`config.mk`:
```
export PLATFORM = sky130hd
export DESIGN_NAME = tcc_core
export DESIGN_NICKNAME = d
export VERILOG_FILES = /design/src/core/tcc_pkg.sv /design/src/core/tcc_core.sv
export VERILOG_INCLUDE_DIRS = /design/src /design/src/core
export SDC_FILE = /design/constraint.sdc
export NUM_CORES = 1
export LEC_CHECK = 0
export ABC_AREA = 1
export BUFFER_PORTS_ARGS = -buffer_cell sky130_fd_sc_hd__buf_2
export CAP_MARGIN = 20
export CORE_MARGIN = 3
export CORE_UTILIZATION = 44
export CTS_CLUSTER_SIZE = 30
export DETAILED_ROUTE_END_ITERATION = 8
export GPL_TIMING_DRIVEN = 0
export SLEW_MARGIN = 5
export SYNTH_ARGS = -nofsm -noshare
export SYNTH_HDL_FRONTEND = slang
export SYNTH_SLANG_ARGS = --single-unit
export TNS_END_PERCENT = 50
```
`constraint.sdc`:
```
create_clock -name clk_i -period 2.13 [get_ports clk_i]
set_input_delay 0.1065 -clock clk_i [delete_from_list [all_inputs] [get_ports clk_i]]
set_output_delay 0.1065 -clock clk_i [all_outputs]
set_load 0.02 [all_outputs]
```
`src/core/tcc_defs.svh`:
```
// Purpose: Offsets, field positions and reset values for the capture/compare unit
// Assumes: Byte-wide registers, one per aligned Wishbone word
// Notes: Included by the core, the port checker and the bench
`ifndef TCC_DEFS_SVH
`define TCC_DEFS_SVH

`define TCC_OFS_CTRL1 6'h00
`define TCC_OFS_CTRL2 6'h04
`define TCC_OFS_STATUS 6'h08
`define TCC_OFS_CAP1H 6'h0C
`define TCC_OFS_CAP1L 6'h10
`define TCC_OFS_CAP2H 6'h14
`define TCC_OFS_CAP2L 6'h18
`define TCC_OFS_CMP1H 6'h1C
`define TCC_OFS_CMP1L 6'h20
`define TCC_OFS_CMP2H 6'h24
`define TCC_OFS_CMP2L 6'h28
`define TCC_OFS_COUNTH 6'h2C
`define TCC_OFS_COUNTL 6'h30

// control_one fields
`define TCC_C1_CAPIE 7
`define TCC_C1_CMPIE 6
`define TCC_C1_OVFIE 5
`define TCC_C1_FORCE2 4
`define TCC_C1_FORCE1 3
`define TCC_C1_EDGE1 2
`define TCC_C1_LVL2 1
`define TCC_C1_LVL1 0
// control_two fields
`define TCC_C2_OE1 7
`define TCC_C2_OE2 6
`define TCC_C2_ONE_PULSE 5
`define TCC_C2_PWM 4
`define TCC_C2_CS_HI 3
`define TCC_C2_CS_LO 2
`define TCC_C2_EDGE2 1
`define TCC_C2_EXEDGE 0
// timer_status_reg fields
`define TCC_ST_CAPF1 7
`define TCC_ST_CMPF1 6
`define TCC_ST_OVF 5
`define TCC_ST_CAPF2 4
`define TCC_ST_CMPF2 3

`define TCC_CMP_RESET 16'h8000
`define TCC_CNT_RESET 16'hFFFC
`define TCC_CNT_ONE 16'h0001
`define TCC_CNT_MAX 16'hFFFF
`define TCC_PIN_IDLE 2'b11
`define TCC_OE_N_OFF 2'b11
`define TCC_CS_DIV2 2'b00
`define TCC_CS_DIV4 2'b01
`define TCC_CS_DIV8 2'b10
`define TCC_CS_EXT 2'b11

`endif

```
`src/core/tcc_pkg.sv`:
```
// Purpose: Types of the capture/compare unit
// Assumes: Nothing beyond the defs header
// Notes: Whole state travels as one packed struct
package tcc_pkg;

  typedef struct packed {
    logic [7:0] ctrl1;
    logic [7:0] ctrl2;
    logic [15:0] count;
    logic [2:0] presc;
    logic [1:0] ext_sh;
    logic [15:0] cap1;
    logic [15:0] cap2;
    logic [15:0] cmp1;
    logic [15:0] cmp2;
    logic [1:0] cap_prev;
    logic [1:0] cap_lock;
    logic [1:0] cmp_inhibit;
    logic [1:0] capf;
    logic [1:0] cmpf;
    logic ovf;
    logic [1:0] capf_seen;
    logic [1:0] cmpf_seen;
    logic ovf_seen;
    logic [1:0] pin;
    logic [1:0] oe_n;
    logic one_pulse_out;
    logic tick_d;
    logic irq;
    logic ack;
    logic [7:0] rdata;
  } tcc_state_t;

endpackage

```
`src/core/tcc_core.sv`:
```
// Purpose: Capture and compare section of a 16-bit free-running timer
// Assumes: One clock, synchronous active high reset, classic Wishbone slave
// Notes: Byte registers in the low data lane; ack one cycle after the request
`include "tcc_defs.svh"

// How it works
// Clock select 11 counts from the external count pin.
// External edge select picks which pin edge advances the counter.
// External pin is resampled on internal clock before counting.
// External edges must be four or more CPU clocks apart.
// Capture pin transition latches counter into that channel's capture value.
// Capture registers are read-only; writes change nothing.
// Each channel's capture edge comes from its own control register bit.
// Capture sets the flag; interrupt when enabled and CPU mask clear.
// Capture flag clears after status read then low byte access.
// Reading capture high byte blocks capture until low byte read.
// Capture value holds the newest capture, overwriting older ones.
// In one-pulse or PWM only channel 2 captures.
// Capture pins always feed capture logic, any transition counts; the core counts only the edge selected per channel.
// Compare values are checked against the counter each timer clock.
// Compare values are software-only registers, reset to 8000h.
// Match sets compare flag and drives level; pin low at reset.
// Compare flag clears after status read then low byte access.
// Writing compare high byte inhibits compare until low byte written.
// Output enable clear: pin untouched, interrupt still possible; the core still lets force level change the pin.
// Divide by 2 matches on equal, other clocks on value plus one.
// Force level copies level to pin without flag; not in one-pulse or PWM.
// One-pulse select enters one-pulse mode on channel one.
// Internal timer clock is CPU clock divided by 2, 4 or 8.
// PWM and one-pulse both set means PWM only.
// All requests merge into one interrupt output.
// Software should write high byte, read status, write low byte.
module tcc_core (
  input wire logic clk_i,
  input wire logic rst_i,
  input wire logic cpu_mask_i,
  input wire logic ext_count_pin_i,
  input wire logic [1:0] capture_input_pin_i,
  input wire logic wb_cyc_i,
  input wire logic wb_stb_i,
  input wire logic wb_we_i,
  input wire logic [5:0] wb_adr_i,
  input wire logic [3:0] wb_sel_i,
  input wire logic [31:0] wb_dat_i,
  output logic [31:0] wb_dat_o,
  output logic wb_ack_o,
  output logic [1:0] compare_output_pin_o,
  output logic [1:0] compare_output_oe_n_o,
  output logic one_pulse_mode_o,
  output logic timer_irq_o
);

  tcc_pkg::tcc_state_t s_reg;
  tcc_pkg::tcc_state_t s_next;

  logic req;
  logic wr;
  logic rd;
  logic [1:0] cs;
  logic pwm_on;
  logic one_pulse_on;
  logic ext_edge;
  logic tick;
  logic [1:0] cap_edge_sel;
  logic [1:0] cap_evt;
  logic [1:0] cmp_hit;
  logic [15:0] cmp_target [2];
  logic [7:0] status;
  logic [7:0] rd_mux;

  always_comb begin
    req = wb_cyc_i && wb_stb_i && !s_reg.ack;
    wr = req && wb_we_i && wb_sel_i[0];
    rd = req && !wb_we_i;
    cs = s_reg.ctrl2[`TCC_C2_CS_HI:`TCC_C2_CS_LO];
    pwm_on = s_reg.ctrl2[`TCC_C2_PWM];
    one_pulse_on = s_reg.ctrl2[`TCC_C2_ONE_PULSE] && !pwm_on;
    // Edge on the resampled pin, polarity from ext_edge_select
    ext_edge = s_reg.ctrl2[`TCC_C2_EXEDGE] ? (s_reg.ext_sh[0] && !s_reg.ext_sh[1])
                                            : (!s_reg.ext_sh[0] && s_reg.ext_sh[1]);
    case (cs)
      `TCC_CS_DIV2: tick = s_reg.presc[0];
      `TCC_CS_DIV4: tick = &s_reg.presc[1:0];
      `TCC_CS_DIV8: tick = &s_reg.presc;
      default: tick = ext_edge;
    endcase
    cap_edge_sel = {s_reg.ctrl2[`TCC_C2_EDGE2], s_reg.ctrl1[`TCC_C1_EDGE1]};
    for (int i = 0; i < 2; i++) begin
      // Pins feed capture logic unconditionally
      cap_evt[i] = cap_edge_sel[i] ? (capture_input_pin_i[i] && !s_reg.cap_prev[i])
                                   : (!capture_input_pin_i[i] && s_reg.cap_prev[i]);
    end
    cap_evt[0] = cap_evt[0] && !pwm_on && !one_pulse_on;
    // Slow clocks see the match one count late
    cmp_target[0] = (cs == `TCC_CS_DIV2) ? s_reg.cmp1 : s_reg.cmp1 + `TCC_CNT_ONE;
    cmp_target[1] = (cs == `TCC_CS_DIV2) ? s_reg.cmp2 : s_reg.cmp2 + `TCC_CNT_ONE;
    for (int i = 0; i < 2; i++) begin
      // Flag once on the first timer clock of the matching count
      cmp_hit[i] = s_reg.tick_d && (s_reg.count == cmp_target[i]) &&
                   !s_reg.cmp_inhibit[i];
    end
    status = 8'h00;
    status[`TCC_ST_CAPF1] = s_reg.capf[0];
    status[`TCC_ST_CAPF2] = s_reg.capf[1];
    status[`TCC_ST_CMPF1] = s_reg.cmpf[0];
    status[`TCC_ST_CMPF2] = s_reg.cmpf[1];
    status[`TCC_ST_OVF] = s_reg.ovf;
    if (wb_adr_i == `TCC_OFS_CTRL1) begin
      rd_mux = s_reg.ctrl1;
    end else if (wb_adr_i == `TCC_OFS_CTRL2) begin
      rd_mux = s_reg.ctrl2;
    end else if (wb_adr_i == `TCC_OFS_STATUS) begin
      rd_mux = status;
    end else if (wb_adr_i == `TCC_OFS_CAP1H) begin
      rd_mux = s_reg.cap1[15:8];
    end else if (wb_adr_i == `TCC_OFS_CAP1L) begin
      rd_mux = s_reg.cap1[7:0];
    end else if (wb_adr_i == `TCC_OFS_CAP2H) begin
      rd_mux = s_reg.cap2[15:8];
    end else if (wb_adr_i == `TCC_OFS_CAP2L) begin
      rd_mux = s_reg.cap2[7:0];
    end else if (wb_adr_i == `TCC_OFS_CMP1H) begin
      rd_mux = s_reg.cmp1[15:8];
    end else if (wb_adr_i == `TCC_OFS_CMP1L) begin
      rd_mux = s_reg.cmp1[7:0];
    end else if (wb_adr_i == `TCC_OFS_CMP2H) begin
      rd_mux = s_reg.cmp2[15:8];
    end else if (wb_adr_i == `TCC_OFS_CMP2L) begin
      rd_mux = s_reg.cmp2[7:0];
    end else if (wb_adr_i == `TCC_OFS_COUNTH) begin
      rd_mux = s_reg.count[15:8];
    end else if (wb_adr_i == `TCC_OFS_COUNTL) begin
      rd_mux = s_reg.count[7:0];
    end else begin
      rd_mux = 8'h00;
    end
  end

  always_comb begin
    s_next = s_reg;
    s_next.ack = req;
    s_next.rdata = rd ? rd_mux : s_reg.rdata;
    s_next.presc = s_reg.presc + 3'd1;
    s_next.ext_sh = {s_reg.ext_sh[0], ext_count_pin_i};
    s_next.cap_prev = capture_input_pin_i;
    s_next.tick_d = tick;
    if (tick) begin
      s_next.count = s_reg.count + `TCC_CNT_ONE;
    end
    // Status read arms the clear for flags set at that moment
    if (rd && (wb_adr_i == `TCC_OFS_STATUS)) begin
      s_next.capf_seen = s_reg.capf;
      s_next.cmpf_seen = s_reg.cmpf;
      s_next.ovf_seen = s_reg.ovf;
    end
    if (req && (wb_adr_i == `TCC_OFS_COUNTL)) begin
      if (s_reg.ovf_seen) begin
        s_next.ovf = 1'b0;
      end
      s_next.ovf_seen = 1'b0;
      if (wr) begin
        s_next.count = `TCC_CNT_RESET;
      end
    end
    // Rollover after the clear so a same-cycle set wins
    if (tick && (s_reg.count == `TCC_CNT_MAX)) begin
      s_next.ovf = 1'b1;
    end
    if (wr && (wb_adr_i == `TCC_OFS_CTRL1)) begin
      s_next.ctrl1 = wb_dat_i[7:0];
    end
    if (wr && (wb_adr_i == `TCC_OFS_CTRL2)) begin
      s_next.ctrl2 = wb_dat_i[7:0];
    end
    // Capture registers ignore writes
    if (rd && (wb_adr_i == `TCC_OFS_CAP1H)) begin
      s_next.cap_lock[0] = 1'b1;
    end
    if (rd && (wb_adr_i == `TCC_OFS_CAP2H)) begin
      s_next.cap_lock[1] = 1'b1;
    end
    if (rd && (wb_adr_i == `TCC_OFS_CAP1L)) begin
      s_next.cap_lock[0] = 1'b0;
    end
    if (rd && (wb_adr_i == `TCC_OFS_CAP2L)) begin
      s_next.cap_lock[1] = 1'b0;
    end
    if (req && (wb_adr_i == `TCC_OFS_CAP1L)) begin
      if (s_reg.capf_seen[0]) begin
        s_next.capf[0] = 1'b0;
      end
      s_next.capf_seen[0] = 1'b0;
    end
    if (req && (wb_adr_i == `TCC_OFS_CAP2L)) begin
      if (s_reg.capf_seen[1]) begin
        s_next.capf[1] = 1'b0;
      end
      s_next.capf_seen[1] = 1'b0;
    end
    if (wr && (wb_adr_i == `TCC_OFS_CMP1H)) begin
      s_next.cmp1[15:8] = wb_dat_i[7:0];
      s_next.cmp_inhibit[0] = 1'b1;
    end
    if (wr && (wb_adr_i == `TCC_OFS_CMP2H)) begin
      s_next.cmp2[15:8] = wb_dat_i[7:0];
      s_next.cmp_inhibit[1] = 1'b1;
    end
    if (wr && (wb_adr_i == `TCC_OFS_CMP1L)) begin
      s_next.cmp1[7:0] = wb_dat_i[7:0];
      s_next.cmp_inhibit[0] = 1'b0;
    end
    if (wr && (wb_adr_i == `TCC_OFS_CMP2L)) begin
      s_next.cmp2[7:0] = wb_dat_i[7:0];
      s_next.cmp_inhibit[1] = 1'b0;
    end
    if (req && (wb_adr_i == `TCC_OFS_CMP1L)) begin
      if (s_reg.cmpf_seen[0]) begin
        s_next.cmpf[0] = 1'b0;
      end
      s_next.cmpf_seen[0] = 1'b0;
    end
    if (req && (wb_adr_i == `TCC_OFS_CMP2L)) begin
      if (s_reg.cmpf_seen[1]) begin
        s_next.cmpf[1] = 1'b0;
      end
      s_next.cmpf_seen[1] = 1'b0;
    end
    // Events after the clears so a same-cycle set wins
    if (cap_evt[0] && !s_reg.cap_lock[0]) begin
      s_next.cap1 = s_reg.count;
      s_next.capf[0] = 1'b1;
    end
    if (cap_evt[1] && !s_reg.cap_lock[1]) begin
      s_next.cap2 = s_reg.count;
      s_next.capf[1] = 1'b1;
    end
    for (int i = 0; i < 2; i++) begin
      if (cmp_hit[i] && !pwm_on && !(one_pulse_on && i == 0)) begin
        s_next.cmpf[i] = 1'b1;
        if (s_reg.ctrl2[`TCC_C2_OE1 - i]) begin
          s_next.pin[i] = s_reg.ctrl1[`TCC_C1_LVL1 + i];
        end
      end
    end
    // Force level is a one-shot copy, no flag
    if (!pwm_on && !one_pulse_on) begin
      if (s_reg.ctrl1[`TCC_C1_FORCE1]) begin
        s_next.pin[0] = s_reg.ctrl1[`TCC_C1_LVL1];
      end
      if (s_reg.ctrl1[`TCC_C1_FORCE2]) begin
        s_next.pin[1] = s_reg.ctrl1[`TCC_C1_LVL2];
      end
    end
    // Dropped in waveform modes too, so no stale force fires on mode exit
    if (s_reg.ctrl1[`TCC_C1_FORCE1]) begin
      s_next.ctrl1[`TCC_C1_FORCE1] = 1'b0;
    end
    if (s_reg.ctrl1[`TCC_C1_FORCE2]) begin
      s_next.ctrl1[`TCC_C1_FORCE2] = 1'b0;
    end
    s_next.irq = ((s_reg.ctrl1[`TCC_C1_CAPIE] && |s_reg.capf) ||
                  (s_reg.ctrl1[`TCC_C1_CMPIE] && |s_reg.cmpf) ||
                  (s_reg.ctrl1[`TCC_C1_OVFIE] && s_reg.ovf)) && !cpu_mask_i;
    s_next.oe_n = ~{s_next.ctrl2[`TCC_C2_OE2], s_next.ctrl2[`TCC_C2_OE1]};
    s_next.one_pulse_out = s_next.ctrl2[`TCC_C2_ONE_PULSE] &&
                           !s_next.ctrl2[`TCC_C2_PWM];
  end

  always_ff @(posedge clk_i) begin
    if (rst_i) begin
      s_reg <= '0;
      s_reg.count <= `TCC_CNT_RESET;
      s_reg.cmp1 <= `TCC_CMP_RESET;
      s_reg.cmp2 <= `TCC_CMP_RESET;
      // Idle-high view of the pins, so a pulled-up input gives no false edge
      s_reg.ext_sh <= `TCC_PIN_IDLE;
      s_reg.cap_prev <= `TCC_PIN_IDLE;
      s_reg.oe_n <= `TCC_OE_N_OFF;
      s_reg.pin <= 2'b00;
    end else begin
      s_reg <= s_next;
    end
  end

  always_comb begin
    wb_dat_o = {24'h00_0000, s_reg.rdata};
    wb_ack_o = s_reg.ack;
    compare_output_pin_o = s_reg.pin;
    compare_output_oe_n_o = s_reg.oe_n;
    one_pulse_mode_o = s_reg.one_pulse_out;
    timer_irq_o = s_reg.irq;
  end

endmodule // tcc_core

```
==> flow_summary_export.csv, run 1 <==
group,metric,value,unit
finish,drive_gt1_share,17.8,%
die,dieArea,18400,sq um
global_route,grt_pass1_wl,38.1,mm
synth,synth.distinct_cells,49,
route,viasPerCell,5.25,
die,rows,46,
global_route,grt_antenna_before_repair,0,
global_route,grt_overflow,0,
route,dr.pass1.iters,5,
setup_path,required,2470,ps
synth,syn_area,7410,sq um
global_route,first_global_vias,6388,
clock_network,cts_buffer_depth,2,
setup_path,cpMaxStageDelayCell,"dfxtp_1",
setup_path,path_buf_inv,2,
finish,multi_input_area,4060,sq um
hold_path,hold_depth,3,
finish,nNetsFinal,1247,
route,drt_iter0_drc,685,
timing,fmax,474,MHz
setup_path,worstSetupPathType,"flip-flop to flip-flop",
job,maxCapViolCount,0,
timing,worst_pin_slew,750,ps
timing,setup_viol,0,
global_route,grt_max_degree,17,
synth,syn_area_per_cell,6.77,sq um
synth,async_flop_share,0,%
finish,layoutNonFillerInstCount,1419,
global_route,groute.usage.overall,27.9,%
setup_path,setup.worst_path.end_class,"flip-flop",
finish,fillers,1637,
finish,antenna_cells,0,
finish,final_cell_mix,"nand2_1, inv_1, dfxtp_1",
finish,synthToLayoutAreaGrowth,19.7,%
placement,detailed_place_hpwl,19.0,mm
timing,holdWs,37.4,ps
timing,finalClockSkew,11.9,ps
global_route,grt_use_met3,6.33,%
setup_path,path_cells,"nand2_1, nor2_1, nand3_2, o21ai_4, nand3_1, nand2_1, inv_1, nor2_1, nand2_1, nor2_4, nand3_1, nand2_1, nand3_1, nand2_1, inv_1",
route,drc,0,
hold_path,worstHoldEndpoint,"s_reg[37]",
clock_network,cts.sinks,133,
finish,largest_reg_flops,112,
timing,period_share,99.1,%
setup_path,start_kind,"flip-flop",
setup_path,cp.arrival,2450,ps
setup_path,timing.rr.end,"compare_output_pin_o[1]",
clock_network,clkTransAtPathRegs,60,ps
global_route,grtUsageMet2,42.6,%
setup_path,cpMostUsedCell,"nand2_1",
clock_network,clock_latency,430,ps
outcome,outcome,"completed",
setup_path,crit_fanout,6,
timing,rsz0062_at_grt,"yes",
setup_path,cp_slowest_stage_delay,520,ps
die,start_util,45.8,%
synth,yosysSeqAreaShare,35.9,%
clock_network,cts-root-buf,"clkbuf_16",
setup_path,rr_worst_depth,15,
timing,period_minus_slack,2110,ps
setup_path,r2r_slack,20,ps
die,core-area,16200,sq um
placement,dp_cells,1372,
route,postRouteAntennaNets,0,
synth,synth-edff-count,0,
timing,finalMaxSlewViolations,0,
setup_path,critPathTopFamily,"simple AND/OR/NAND/NOR gates",
hold_path,hold_class,"input port to flip-flop",
finish,regArea,2700,sq um
synth,synth_cells,1095,
placement,portBuffers,38,
placement,globalplace.congestion,0.945,
synth,ys.flop_type,"dfxtp_1",
route,wire_per_inst,18.2,um
global_route,busiest_layer,"met2",
die,dieWidth,136,um
die,ios,90,
route,routed-via-count,7448,
clock_network,cts_tree,"yes",
power_and_ir_drop,cellLeakagePower,3.88,nW
timing,max-slew-margin-rel,50.0,%
route,totalWireLength,25.8,mm
hold_path,hold_start,"wb_dat_i[5]",
setup_path,r2r_start,"s_reg[38]",
power_and_ir_drop,vdd_drop_max,0.000580,V
synth,synth-seq-cells,133,
global_route,met1_usage,39.5,%
clock_network,htree_num_levels,4,
timing,hold_viol,0,
clock_network,numCtsBuffers,17,
die,dieHeight,136,um
synth,yosys_warnings,0,
finish,final_common_cell,"nand2_1",
power_and_ir_drop,p_per_area,691,nW/um^2
## worst register-to-register path, stage by stage (launching register included)
cell and delay [ps]:
dfxtp_1 520, nand2_1 90, nor2_1 160, nand3_2 170, o21ai_4 210, nand3_1 90, nand2_1 120, inv_1 40
nor2_1 90, nand2_1 90, nor2_4 120, nand3_1 90, nand2_1 70, nand3_1 60, nand2_1 60, inv_1 30
## final cells by class
cell class / instances / area share [%]
Buffer: 73 / 5.10
Tap cell: 216 / 3.04
Timing Repair Buffer: 55 / 3.86
Inverter: 122 / 5.16
Sequential cell: 133 / 30.4
Multi-Input combinational cell: 789 / 45.7
Clock buffer: 19 / 4.99
Clock inverter: 12 / 1.73
## through the flow
step	util, %	instance area (sq um)	total power [W]	setup slack [ps]	setup TNS, ps
after floorplan	-	7500	0.00296	206	0
after global routing	54.9	8880	0.00628	-168	-181
after detailed placement	49.2	7960	0.00313	-481	-1090
after global placement	49.2	7960	0.00312	-466	-1020
final	54.9	8880	0.00613	19.2	0
after CTS	54.1	8760	0.00614	20.3	0
## Yosys cell counts, types with 2 or more instances
master / number / area share (%)
a211oi_1: 12 / 1.2
a21oi_1: 109 / 7.4
a21oi_2: 2 / 0.24
buf_2: 9 / 0.61
buf_4: 36 / 3.6
buf_6: 2 / 0.30
clkbuf_1: 25 / 1.3
dfxtp_1: 133 / 36
ha_1: 5 / 0.84
inv_1: 114 / 5.8
inv_2: 8 / 0.41
nand2_1: 227 / 11
nand2_2: 5 / 0.42
nand2_4: 2 / 0.30
nand3_1: 64 / 4.3
nand3_2: 3 / 0.41
nand4_1: 20 / 1.7
nor2_1: 114 / 5.8
nor2_2: 20 / 1.7
nor2_4: 3 / 0.46
nor3_1: 18 / 1.2
nor3_2: 5 / 0.68
nor4_1: 2 / 0.17
o211ai_1: 4 / 0.41
o21ai_0: 91 / 6.1
o21ai_1: 3 / 0.20
o21bai_1: 3 / 0.30
o22ai_1: 2 / 0.17
or2_2: 3 / 0.25
xnor2_1: 12 / 1.4
xor2_1: 21 / 2.5
## timing repair
action	CTS	global route
hold buffers	10	0
setup endpoints to repair	10	37
gates resized for setup	21	34
pin swaps	3	5
setup buffers	4	3
hold endpoints to repair	10	0
## cells by family after synthesis
| kind of cell | after synthesis | synth area share [%] |
|---|---|---|
| AND/OR/NAND/NOR | 493 | 29.9 |
| AO/OA/AOI/OAI | 233 | 16.8 |
| buffers and inverters | 196 | 12.3 |
| flip-flops | 133 | 35.9 |
| XOR/XNOR | 34 | 4.12 |
| adder cells (fa/ha/maj) | 5 | 0.844 |
| other | 1 | 0.0506 |
## layer usage
layer  up-vias  wire (um)
met1      3436      11800
met2       268      11700
met4         0        510
li1       3712          -
met5         -          0
met3        32       1870
## how the worst max path moves through the flow
stage,startpoint,end,slack (ps),depth (start not counted)
after CTS,s_reg[34],compare_output_pin_o[1],20,13
final,s_reg[38],compare_output_pin_o[1],20,15
after global routing,s_reg[33],compare_output_pin_o[1],-170,18
after floorplan,s_reg[32],compare_output_pin_o[1],210,18
after detailed placement,s_reg[32],compare_output_pin_o[1],-480,14
after global placement,s_reg[32],compare_output_pin_o[1],-470,16
## where the power goes
part	internal (W)	switching, W	total [W]	leakage (nW)
logic	0.000162	0.000333	0.000494	2.50
clock network	0.00186	0.00116	0.00302	0.285
registers	0.00256	0.0000561	0.00262	1.09
(Power assumes the default switching activity.)
==> run 2, diff against run 1 <==
--- a/config.mk
+++ b/config.mk
@@ -7,8 +7,10 @@
 export NUM_CORES = 1
 export LEC_CHECK = 0
 export ABC_AREA = 1
+export ABC_CLOCK_PERIOD_IN_PS = 2130
 export BUFFER_PORTS_ARGS = -buffer_cell sky130_fd_sc_hd__buf_2
 export CAP_MARGIN = 20
+export CORE_ASPECT_RATIO = 1.2
 export CORE_MARGIN = 3
 export CORE_UTILIZATION = 44
 export CTS_CLUSTER_SIZE = 30
==> run 2 against run 1 <==
The flow now finishes with violations (negative setup slack). Non-clock buffer count is 14 higher. Final cell count increased by 0.70%. Clock power rose by 2%. Hold slack lost 16 ps. Count of clock-buffer cells in the layout rose by 1. Sequential power about the same. Wire length fell by 0.34%. Core utilization grew 1.1 points. Via count increased by 2.3%. Critical path depth down 3.
==> flow_summary_export.csv, run 2 (synthesis results as in run 1) <==
group,metric,value,unit
clock_network,numCtsBuffers,17,
finish,antenna_cells,0,
finish,synthToLayoutAreaGrowth,23.7,%
placement,portBuffers,38,
finish,drive_gt1_share,19.9,%
clock_network,cts_tree,"yes",
setup_path,crit_path_end,"compare_output_pin_o[1]",
finish,largest_reg_flops,112,
placement,placed_area,7960,sq um
setup_path,start_kind,"flip-flop",
global_route,grt_overflow,0,
global_route,grt_antenna_before_repair,0,
clock_network,cts_buffer_depth,2,
placement,globalplace.congestion,0.990,
die,dieHeight,148,um
timing,hold_viol,0,
route,route.met2.wl,11.8,mm
setup_path,cp_slowest_stage_delay,430,ps
route,dr.max_layer_used,"met4",
timing,setup_ws,-25.4,ps
finish,final_cell_mix,"nand2_1, inv_1, a21oi_1, dfxtp_1, nor2_1",
route,drt_iter0_drc,900,
route,drc,0,
power_and_ir_drop,p_total,0.00620,W
clock_network,clock_latency,430,ps
route,wire_per_inst,18.0,um
timing,finalMaxSlewViolations,0,
placement,dp_cells,1368,
die,core-area,16400,sq um
finish,fillers,1674,
timing,finalClockSkew,4.65,ps
setup_path,cp.arrival,2480,ps
route,routed-via-count,7619,
route,met1Wirelength,11.0,mm
power_and_ir_drop,p_per_area,675,nW/um^2
clock_network,clkTransAtPathRegs,60,ps
finish,final_common_cell,"nand2_1",
outcome,violations,"negative setup slack",
timing,period_share,101,%
global_route,groute.usage.overall,27.4,%
finish,nNetsFinal,1261,
placement,detailed_place_hpwl,18.7,mm
setup_path,setup.worst_path.end_class,"flip-flop",
setup_path,cpMaxStageDelayCell,"clkbuf_1",
route,totalWireLength,25.7,mm
setup_path,rr_worst_depth,12,
setup_path,r2r_slack,-30,ps
timing,setup_viol,1,
finish,fin_area,9170,sq um
clock_network,cts-root-buf,"clkbuf_16",
route,dr.pass1.iters,5,
global_route,grt_max_degree,17,
outcome,outcome,"finished with violations",
job,maxCapViolCount,0,
power_and_ir_drop,cellLeakagePower,4.01,nW
global_route,first_global_vias,6833,
timing,period_minus_slack,2160,ps
timing,worst_pin_slew,786,ps
timing,rsz0062_at_grt,"yes",
route,route.met3.wl,1.91,mm
timing,max-slew-margin-rel,47.6,%
placement,dpl_worst_slack,-518,ps
die,start_util,45.2,%
hold_path,hold_class,"input port to flip-flop",
setup_path,timing.rr.end,"compare_output_pin_o[1]",
die,rows,51,
setup_path,crit_fanout,7,
setup_path,worstSetupPathType,"flip-flop to flip-flop",
setup_path,r2r_start,"s_reg[108]",
setup_path,cpMostUsedCell,"nand3_1",
die,ios,90,
power_and_ir_drop,vdd_drop_max,0.000485,V
die,dieWidth,125,um
clock_network,htree_num_levels,4,
setup_path,critical_path.startpoint,"s_reg[108]",
global_route,grt_pass1_wl,38.8,mm
finish,layoutNonFillerInstCount,1429,
setup_path,path_cells,"clkbuf_1, inv_1, nand3_1, nand2_1, nor2_1, nand3_1, nor3_4, nand3_1, nand2_1, nand3_1, nand2_1, inv_1",
timing,fmax,464,MHz
clock_network,cts.sinks,133,
setup_path,required,2460,ps
route,viasPerCell,5.33,
route,postRouteAntennaNets,0,
die,dieArea,18500,sq um
run 2: stage by stage:
step	hold WS, ps	TNS [ps]	utilization (%)
after floorplan	196	0	-
after global placement	289	-869	48.5
after detailed placement	292	-1120	48.5
after CTS	16.0	0	53.2
after global routing	31.1	-207	55.9
final	21.3	-25.4	55.9
run 2: area by class of cell:
| class | instances | area (sq um) | area share, % |
|---|---|---|---|
| flip-flops and latches | 133 | 2720 | 29.7 |
| inverters | 122 | 469 | 5.12 |
| multi-input cells | 789 | 4150 | 45.2 |
| plain buffers | 73 | 458 | 4.99 |
| clock inverters | 11 | 149 | 1.62 |
| clock buffers | 20 | 457 | 4.98 |
| repair buffers | 69 | 505 | 5.51 |
| well taps | 212 | 265 | 2.89 |
run 2: what timing repair did:
item / in CTS / in global routing
hold endpoints to repair: 10 / 0
cloned: 0 / 2
hold buffers: 9 / 0
setup endpoints to repair: 13 / 30
setup buffers: 0 / 20
resized for setup: 22 / 66
pin swaps: 0 / 21
run 2: worst min-delay path by stage:
stage / from / depth (start not counted) / to / slack, ps
2_1_floorplan: rst_i / 1 / s_reg[17] / 200
3_3_place_gp: ext_count_pin_i / 2 / s_next[97] / 290
3_5_place_dp: ext_count_pin_i / 2 / s_next[97] / 290
4_1_cts: wb_dat_i[7] / 3 / s_reg[47] / 20
5_1_grt: wb_dat_i[7] / 3 / s_reg[47] / 30
6_report: wb_dat_i[7] / 3 / s_reg[47] / 20
run 2: routing by layer:
layer | global-route usage [%] | up-vias
met1 | 36.4 | 3503
met4 | 12.4 | 0
met3 | 4.13 | 58
met2 | 44.1 | 313
li1 | - | 3745
met5 | 0 | -
run 2: power by group:
| group | internal (W) | switching, W | total [W] |
|---|---|---|---|
| Clock | 0.00190 | 0.00117 | 0.00307 |
| Sequential | 0.00255 | 0.0000490 | 0.00260 |
| Combinational | 0.000180 | 0.000346 | 0.000526 |
| Total | 0.00463 | 0.00156 | 0.00620 |
run 2: critical path: cells and delay by family (launching register included):
kind / cells / cell delay, ps
buffers and inverters: 3 / 740
AND/OR/NAND/NOR: 9 / 1020
flip-flops: 1 / 310
